==> config.mk <==
export PLATFORM = sky130hd
export DESIGN_NAME = psc_loader
export DESIGN_NICKNAME = d
export VERILOG_FILES = /design/src/shared/psc_pkg.sv /design/src/logic/psc_sync.sv /design/src/logic/psc_loader.sv
export VERILOG_INCLUDE_DIRS = /design/src /design/src/shared
export SDC_FILE = /design/constraint.sdc
export NUM_CORES = 1
export LEC_CHECK = 0
export BUFFER_PORTS_ARGS = -buffer_cell sky130_fd_sc_hd__buf_2
export CAP_MARGIN = 20
export CORE_MARGIN = 10
export CORE_UTILIZATION = 61
export CTS_BUF_LIST = sky130_fd_sc_hd__clkbuf_2 sky130_fd_sc_hd__clkbuf_4 sky130_fd_sc_hd__clkbuf_8
export CTS_CLUSTER_SIZE = 24
export DETAILED_ROUTE_END_ITERATION = 16
export PLACE_DENSITY = 0.83
export SLEW_MARGIN = 10
export SYNTH_ARGS = -nofsm -noshare
export SYNTH_HDL_FRONTEND = slang
export SYNTH_SLANG_ARGS = --single-unit
==> constraint.sdc <==
create_clock -name clk_i -period 2.94 [get_ports clk_i]
set_input_delay 0.588 -clock clk_i [delete_from_list [all_inputs] [get_ports clk_i]]
set_output_delay 0.588 -clock clk_i [all_outputs]
set_load 0.05 [all_outputs]
==> src/shared/psc_consts.svh <==
// constants of the passive serial configuration loader: offsets, fields,
// reset values and timing figures.
// assumes inclusion by bare name from files that need them.
`ifndef PSC_CONSTS_SVH
`define PSC_CONSTS_SVH

// clock rate and documented times
`define PSC_CLK_KHZ 50000
`define PSC_POR_LONG_MS 100
`define PSC_POR_SHORT_MS 12
`define PSC_OSC_KHZ 10000
`define PSC_INIT_CYCLES 299

// apb register byte offsets
`define PSC_OFS_CTRL 12'h000
`define PSC_OFS_IMAGE_BITS 12'h004
`define PSC_OFS_STATUS 12'h008
`define PSC_OFS_BIT_COUNT 12'h00C

// control fields
`define PSC_CTRL_USRCLK 0
`define PSC_CTRL_CABLE 1

// status fields
`define PSC_STAT_ERR 3
`define PSC_STAT_DONE 4

// reset values
`define PSC_CTRL_RST 2'h2
`define PSC_IMAGE_BITS_RST 32'h0000_0040
`define PSC_SYNC_PATTERN 8'hA5

`endif

==> src/shared/psc_pkg.sv <==
// types of the passive serial configuration loader.
// assumes nothing of its surroundings.
package psc_pkg;

  // stages, gray coded along por-reset-config-wait-init-user
  typedef enum logic [2:0] {
    psc_st_por = 3'h0,
    psc_st_reset = 3'h1,
    psc_st_config = 3'h3,
    psc_st_done_wait = 3'h2,
    psc_st_init = 3'h6,
    psc_st_user = 3'h7,
    psc_st_error = 3'h5
  } psc_state_t;

endpackage

==> src/logic/psc_sync.sv <==
// two-flop synchroniser bank with rising edge detect on each bit.
// assumes asynchronous inputs and one clock domain.
`timescale 1ns/1ps
`default_nettype none

module psc_sync #(
  parameter int W = 1
) (
  // clock and reset
  input wire logic clk_i,
  input wire logic rst_b_i,
  // asynchronous levels
  input wire logic [W-1:0] async_i,
  // synchronised outputs
  output logic [W-1:0] level_o,
  output logic [W-1:0] rise_o
);

  logic [W-1:0] s1_r;
  logic [W-1:0] s2_r;
  logic [W-1:0] s3_r;

  // s1 feeds only s2, so metastability never reaches logic
  always_ff @(posedge clk_i or negedge rst_b_i) begin
    if (!rst_b_i) begin
      s1_r <= '0;
      s2_r <= '0;
      s3_r <= '0;
    end else begin
      s1_r <= async_i;
      s2_r <= s1_r;
      s3_r <= s2_r;
    end
  end

  // edges are judged between the second and third flops
  assign level_o = s2_r;
  assign rise_o = s2_r & ~s3_r;

endmodule
`default_nettype wire

==> src/logic/psc_loader.sv <==
// passive serial configuration loader: power-on delay, reset, serial
// load, initialization, error halt, chain hand-over, apb status/control.
// assumes pins arrive asynchronously and open-drain lines are resolved
// outside from the *_oe_o enables with external pull-ups.
//
// Chosen here: the placing of the registers and register access over APB.
`timescale 1ns/1ps
`default_nettype none
`include "psc_consts.svh"

// What this block does
// - power-on delay 100 ms or 12 ms
// - during power-on hold status low, io off
// - user io stay off until user mode
// - weak pull-ups follow the pull-up select pin outside power-on and user mode
// - stages go reset, configuration, initialization
// - stay in reset while request or status low
// - request high releases the status line
// - data accepted only after status released
// - host clocks until completion line high
// - cable load ignores user start-up clock option
// - chain enable in low, out feeds next
// - shared completion line starts init together
// - shared status line halts whole chain
// - error pulls status low, chain resets
// - init clock internal or user start-up clock
module psc_loader #(
  parameter int POR_LONG_CYC = `PSC_POR_LONG_MS * `PSC_CLK_KHZ,
  parameter int POR_SHORT_CYC = `PSC_POR_SHORT_MS * `PSC_CLK_KHZ,
  parameter int POR_W = 23,
  parameter int INIT_CYC = `PSC_INIT_CYCLES,
  parameter logic [7:0] SYNC_PATTERN = `PSC_SYNC_PATTERN
) (
  // clock and reset
  input wire logic clk_i,
  input wire logic rst_b_i,
  // apb slave
  input wire logic psel_i,
  input wire logic penable_i,
  input wire logic pwrite_i,
  input wire logic [11:0] paddr_i,
  input wire logic [31:0] pwdata_i,
  output logic pready_o,
  output logic pslverr_o,
  output logic [31:0] prdata_o,
  // straps
  input wire logic reset_delay_select_i,
  input wire logic weak_pullup_select_b_i,
  // configuration request and shared open-drain lines
  input wire logic config_request_line_b_i,
  input wire logic config_status_line_b_i,
  output logic config_status_line_b_o,
  output logic config_status_line_b_oe_o,
  input wire logic load_complete_line_i,
  output logic load_complete_line_o,
  output logic load_complete_line_oe_o,
  // serial stream and chain
  input wire logic config_data_clock_i,
  input wire logic serial_config_data_i,
  input wire logic chain_enable_in_b_i,
  output logic chain_enable_out_b_o,
  input wire logic user_startup_clock_i,
  // device side
  output logic user_io_enable_o,
  output logic weak_pullup_en_o,
  output var psc_pkg::psc_state_t stage_o
);
  import psc_pkg::*;

  localparam int OSC_DIV = `PSC_CLK_KHZ / `PSC_OSC_KHZ;
  localparam logic [2:0] OSC_LAST = 3'(OSC_DIV - 1);
  localparam logic [8:0] INIT_LAST = 9'(INIT_CYC - 1);

  psc_state_t st_r, st_nxt;
  logic [8:0] sync_lvl, sync_rise;
  logic dly_sel_s, pu_sel_b_s, req_s, stat_s, done_s;
  logic data_clk_rise, data_s, chain_b_s, uclk_rise;
  logic [POR_W-1:0] por_cnt_r, por_lim;
  logic por_done;
  logic [31:0] bit_cnt_r, image_bits_r;
  logic [7:0] shift_r;
  logic [2:0] osc_cnt_r;
  logic [8:0] init_cnt_r;
  logic [1:0] ctrl_r;
  logic err_r;
  logic bit_take, last_bit, sync_bad, chain_abort;
  logic osc_tick, use_user, init_tick;
  logic stat_oe_r, done_oe_r, chain_b_r, io_en_r, pu_en_r, od_low_r;
  logic pready_r, pslverr_r;
  logic [31:0] prdata_r, rd_data;
  logic apb_setup, apb_wr, hit_ctrl, hit_img, hit_stat, hit_cnt, hit_any;

  // address match, used once per register
  function automatic logic psc_hit(input logic [11:0] a,
                                   input logic [11:0] ofs);
    return a == ofs;
  endfunction

  // every pin passes two flops before any logic sees it
  psc_sync #(.W(9)) u_sync (
    .clk_i(clk_i),
    .rst_b_i(rst_b_i),
    .async_i({user_startup_clock_i, chain_enable_in_b_i,
              serial_config_data_i, config_data_clock_i,
              load_complete_line_i, config_status_line_b_i,
              config_request_line_b_i, weak_pullup_select_b_i,
              reset_delay_select_i}),
    .level_o(sync_lvl),
    .rise_o(sync_rise)
  );

  // named views of the synchronised pins
  assign dly_sel_s = sync_lvl[0];
  assign pu_sel_b_s = sync_lvl[1];
  assign req_s = sync_lvl[2];
  assign stat_s = sync_lvl[3];
  assign done_s = sync_lvl[4];
  assign data_clk_rise = sync_rise[5];
  assign data_s = sync_lvl[6];
  assign chain_b_s = sync_lvl[7];
  assign uclk_rise = sync_rise[8];

  // power-on delay length follows the select strap
  assign por_lim = dly_sel_s ? POR_W'(POR_SHORT_CYC - 1)
                             : POR_W'(POR_LONG_CYC - 1);
  assign por_done = (por_cnt_r >= por_lim);

  // bits are taken only in the configuration stage with chain enabled
  assign bit_take = (st_r == psc_st_config) && data_clk_rise
                    && !chain_b_s;
  assign last_bit = bit_take
                    && ((bit_cnt_r + 32'h1) == image_bits_r);
  assign sync_bad = bit_take && (bit_cnt_r == 32'h7)
                    && ({shift_r[6:0], data_s} != SYNC_PATTERN);
  // another device pulling status low halts this one too
  assign chain_abort = !stat_s && ((st_r == psc_st_config)
                       || (st_r == psc_st_done_wait)
                       || (st_r == psc_st_init));

  // init clock: internal divider, or user clock when allowed
  assign osc_tick = (osc_cnt_r == OSC_LAST);
  assign use_user = ctrl_r[`PSC_CTRL_USRCLK]
                    && !ctrl_r[`PSC_CTRL_CABLE];
  assign init_tick = use_user ? uclk_rise : osc_tick;

  // stage sequencing
  always_comb begin
    st_nxt = st_r;
    unique case (st_r)
      psc_st_por: if (por_done) st_nxt = psc_st_reset;
      psc_st_reset: begin
        if (req_s && stat_s) st_nxt = psc_st_config;
      end
      psc_st_config: begin
        if (sync_bad) st_nxt = psc_st_error;
        else if (last_bit) st_nxt = psc_st_done_wait;
      end
      psc_st_done_wait: if (done_s) st_nxt = psc_st_init;
      psc_st_init: begin
        if (init_tick && init_cnt_r == INIT_LAST) st_nxt = psc_st_user;
      end
      psc_st_user: st_nxt = psc_st_user;
      psc_st_error: st_nxt = psc_st_error; // host must restart
      default: st_nxt = psc_st_por; // code 3'h4 is illegal
    endcase
    if (st_r != psc_st_por && !req_s) begin
      st_nxt = psc_st_reset;
    end else if (chain_abort) begin
      st_nxt = psc_st_reset;
    end
  end

  always_ff @(posedge clk_i or negedge rst_b_i) begin
    if (!rst_b_i) st_r <= psc_st_por;
    else st_r <= st_nxt;
  end

  // power-on counter runs only while in the power-on stage
  always_ff @(posedge clk_i or negedge rst_b_i) begin
    if (!rst_b_i) por_cnt_r <= '0;
    else if (st_r == psc_st_por && !por_done) begin
      por_cnt_r <= por_cnt_r + POR_W'(1);
    end
  end

  // serial bit counter and shift register, cleared in reset
  always_ff @(posedge clk_i or negedge rst_b_i) begin
    if (!rst_b_i) begin
      bit_cnt_r <= '0;
      shift_r <= '0;
    end else if (st_r == psc_st_reset) begin
      bit_cnt_r <= '0;
      shift_r <= '0;
    end else if (bit_take) begin
      bit_cnt_r <= bit_cnt_r + 32'h1;
      shift_r <= {shift_r[6:0], data_s};
    end
  end

  // free-running internal oscillator stand-in
  always_ff @(posedge clk_i or negedge rst_b_i) begin
    if (!rst_b_i) osc_cnt_r <= '0;
    else osc_cnt_r <= osc_tick ? 3'h0 : osc_cnt_r + 3'h1;
  end

  // initialization cycle counter
  always_ff @(posedge clk_i or negedge rst_b_i) begin
    if (!rst_b_i) init_cnt_r <= '0;
    else if (st_r != psc_st_init) init_cnt_r <= '0;
    else if (init_tick) init_cnt_r <= init_cnt_r + 9'h1;
  end

  // sticky error flag; a new error beats the restart clear
  always_ff @(posedge clk_i or negedge rst_b_i) begin
    if (!rst_b_i) err_r <= 1'b0;
    else err_r <= sync_bad || (err_r && req_s);
  end

  // pin outputs registered from the next stage so they stay glitch free
  always_ff @(posedge clk_i or negedge rst_b_i) begin
    if (!rst_b_i) begin
      stat_oe_r <= 1'b1;
      done_oe_r <= 1'b1;
      chain_b_r <= 1'b1;
      io_en_r <= 1'b0;
      pu_en_r <= 1'b0;
      od_low_r <= 1'b0;
    end else begin
      stat_oe_r <= (st_nxt == psc_st_por) || (st_nxt == psc_st_error)
                   || (st_nxt == psc_st_reset && !req_s);
      done_oe_r <= (st_nxt == psc_st_por) || (st_nxt == psc_st_reset)
                   || (st_nxt == psc_st_config)
                   || (st_nxt == psc_st_error);
      chain_b_r <= !((st_nxt == psc_st_done_wait)
                   || (st_nxt == psc_st_init)
                   || (st_nxt == psc_st_user));
      io_en_r <= (st_nxt == psc_st_user);
      pu_en_r <= !pu_sel_b_s && (st_nxt != psc_st_por)
                 && (st_nxt != psc_st_user);
      od_low_r <= 1'b0; // open-drain lines only ever pull low
    end
  end

  // apb decode: one wait-free access phase, read data prepared in setup
  assign apb_setup = psel_i && !penable_i;
  assign apb_wr = psel_i && penable_i && pready_r && pwrite_i;
  assign hit_ctrl = psc_hit(paddr_i, `PSC_OFS_CTRL);
  assign hit_img = psc_hit(paddr_i, `PSC_OFS_IMAGE_BITS);
  assign hit_stat = psc_hit(paddr_i, `PSC_OFS_STATUS);
  assign hit_cnt = psc_hit(paddr_i, `PSC_OFS_BIT_COUNT);
  assign hit_any = hit_ctrl || hit_img || hit_stat || hit_cnt;
  assign rd_data = hit_ctrl ? {30'h0, ctrl_r}
                 : hit_img ? image_bits_r
                 : hit_stat ? {27'h0, done_s, err_r, st_r}
                 : hit_cnt ? bit_cnt_r : 32'h0;

  always_ff @(posedge clk_i or negedge rst_b_i) begin
    if (!rst_b_i) begin
      pready_r <= 1'b0;
      pslverr_r <= 1'b0;
      prdata_r <= '0;
    end else begin
      pready_r <= apb_setup;
      pslverr_r <= apb_setup && !hit_any;
      prdata_r <= (apb_setup && !pwrite_i) ? rd_data : 32'h0;
    end
  end

  // writable registers; status and count are read only
  always_ff @(posedge clk_i or negedge rst_b_i) begin
    if (!rst_b_i) begin
      ctrl_r <= `PSC_CTRL_RST;
      image_bits_r <= `PSC_IMAGE_BITS_RST;
    end else if (apb_wr && hit_ctrl) begin
      ctrl_r <= pwdata_i[1:0];
    end else if (apb_wr && hit_img) begin
      image_bits_r <= pwdata_i;
    end
  end

  // every output straight from a flop
  assign pready_o = pready_r;
  assign pslverr_o = pslverr_r;
  assign prdata_o = prdata_r;
  assign config_status_line_b_o = od_low_r;
  assign config_status_line_b_oe_o = stat_oe_r;
  assign load_complete_line_o = od_low_r;
  assign load_complete_line_oe_o = done_oe_r;
  assign chain_enable_out_b_o = chain_b_r;
  assign user_io_enable_o = io_en_r;
  assign weak_pullup_en_o = pu_en_r;
  assign stage_o = st_r;
endmodule
`default_nettype wire

==> out/results.ini <==
[clocking]
clkSlewWorstSetupHoldPaths_ns = 0.10
cts_tree = built
cts_buffers = 17
clock_latency_ns = 0.48
cts_max_level = 4
holdBufCountCts = 0
cts-root-buf = clkbuf_8
clock_sinks = 171
cts_max_path_buffers = 2

[critical_path]
crit_required_ns = 3.31
crit_fanout = 9
crit_arrival_ns = 3.18
start_kind = register
path_class = register to register
crit_path_end_kind = register

[floorplanning]
die_area_sq_mm = 0.0198
dieHeight_um = 141
row_count = 44
initial_core_util_pct = 61.7
pin_count = 102
die_x_um = 141
core_sq_mm = 0.0144

[sta]
hold_viol = 0
worst_pin_slew_ns = 0.704
post-route-min-period_ns = 2.80
fmax_mhz = 357
slew_headroom_pct = 53.1
drv_slew = 0
setup_viol = 0
setup_ws_ns = 0.136
rsz0062_at_grt = no
finClkSkew_ns = 0.0163
fin_crit_sh_pct = 95.4
tns_ns = 0

[global_routing]
grt-ovfl-total = 0
grt_pass1_vias = 7461
antenna_found_initial = 0
grt_max_degree = 59
grt_pass1_wl_um = 37100
track_usage_pct = 22.8

[yosys]
synth_area_leaders = dfrtp_1, nor2_1, xnor2_1
yosys.area.top_type_share_pct = 46.8
avgSynthCellArea_sq_um = 10.3
synth.distinct_cells = 74
ys_async_sr_fraction_pct = 100
ys_ff_latch = 171
syn_area_sq_mm = 0.00887
synth_flop_cell = dfrtp_1
synth_edf_count = 0
postSynthCellCount = 861
ys_seq_area_share_pct = 48.3
yosysWarnings = 0
synth_top_cell_by_area = dfrtp_1

[placement]
place_congestion = 0.942
dp_hpwl_um = 15800
pre_cts_ws_ns = 0.0770
io_buffers = 99
placed_cells = 1127

[drt]
firstDrtPassIters = 5
drc = 0
vias = 7200
detail-route-antenna-nets = 0
drt_iter0_markers = 725
viasPerCell = 6.21
wire_per_inst_um = 19.2
wl_um = 22200

[finish]
nFillCells = 1064
drive_above_1_share_pct = 23.2
area_delta_synth_final_pct = 13.7
diodes = 0
final_common_cell = dfrtp_1
final_cell_mix = dfrtp_1, buf_2, nor2_1
multi_input_area_sq_mm = 0.00433
final_cells = 1159
final_util_pct = 70.2
nets = 1034
regArea_sq_mm = 0.00429

[pwr]
ir_worst_vdd_mv = 0.416
p_leak_nw = 4.71
p_per_area_mw_per_mm2 = 407

[hold_path]
hold_class = primary input to asynchronous set/reset pin

[status]
status = complete, no violations

[flow_run]
maxCapViolCount = 0

## flip-flops by register name, indices dropped and copies added (netlist names), 2 cells and up
register	cells
stage_o	3
image_bits_r	32
shift_r	7
u_sync.s1_r	9
osc_cnt_r	3
ctrl_r	2
u_sync.level_o	9
init_cnt_r	9
prdata_o	32
por_cnt_r	23
bit_cnt_r	32
u_sync.s3_r	2
## critical path, cell delays in order (launching register included)
cell and delay (ns):
dfrtp_1 0.58, nand4_1 0.36, nor4_4 0.54, nand4_1 0.16, a211oi_1 0.28, nand4_1 0.19, nor4_4 0.45, o31ai_1 0.16
## metrics by stage
stage	hold WS (ns)	area [sq um]	power, mW
5_1_grt	0.0967	10100	4.24
3_3_place_gp	0.332	9680	2.56
4_1_cts	0.0776	10100	4.14
6_report	0.0798	10100	4.10
2_1_floorplan	0.292	8870	2.46
3_5_place_dp	0.335	9680	2.57
## logic make-up after synthesis
logic type	count (synthesis)	share of synthesized area, %
DFF	171	48.3
buffers and inverters	70	3.39
and+or+nand+nor	323	19.9
xor gates and xnor gates	66	6.52
muxes	71	8.85
AOI/OAI and AO/OA	144	10.9
adders and majority gates	15	2.09
other	1	0.0423
## area by class of cell
| class | count | area share, % |
|---|---|---|
| clock buffers | 18 | 2.40 |
| flip-flops and latches | 171 | 42.5 |
| well taps | 184 | 2.28 |
| clock inverters | 14 | 1.28 |
| repair buffers | 134 | 7.96 |
| inverters | 17 | 0.633 |
| multi-input cells | 621 | 42.9 |
## report_power, final
part / leakage, nW / switching, mW / internal (mW)
Clock: 0.179 / 0.960 / 0.627
Combinational: 2.23 / 0.0905 / 0.0518
Sequential: 2.30 / 0.00845 / 2.37
Total: 4.71 / 1.06 / 3.04
## worst paths after layout
kind	cells after the start	from	slack (ns)	endpoint
min in group clk_i	1	weak_pullup_select_b_i	0.21	u_sync.s1_r[1]
setup / recovery	7	bit_cnt_r[12]	0.14	load_complete_line_oe_o
setup reg to reg	7	bit_cnt_r[12]	0.14	load_complete_line_oe_o
hold / removal	1	rst_b_i	0.08	bit_cnt_r[10]
max in group asynchronous	2	rst_b_i	2.15	load_complete_line_oe_o
hold reg to reg	0	u_sync.s1_r[8]	0.35	u_sync.level_o[8]
## layer usage
metal,track usage [%],vias to the layer above,routed length (um)
li1,-,3319,-
met2,38.0,274,11200
met3,5.81,60,1500
met4,8.32,0,591
met5,0,-,0
met1,27.9,3547,8880
## cells in the mapped netlist (all sizes together) (19+ instances only)
cell type / count
mux2: 39
buf: 19
clkbuf: 34
xor2: 30
o31ai: 19
nand4: 30
nor3: 19
dfrtp: 166
a21oi: 21
xnor2: 36
mux2i: 30
o21ai: 44
nor4: 24
nand2: 59
nand3: 36
nor2: 93
## timing repair
action / 4_1_cts / 5_1_grt
setup buffers: 0 / 0
gates resized for setup: 0 / 7
endpoints found under the setup margin: 0 / 16
Power figures use the tool's default switching activity.
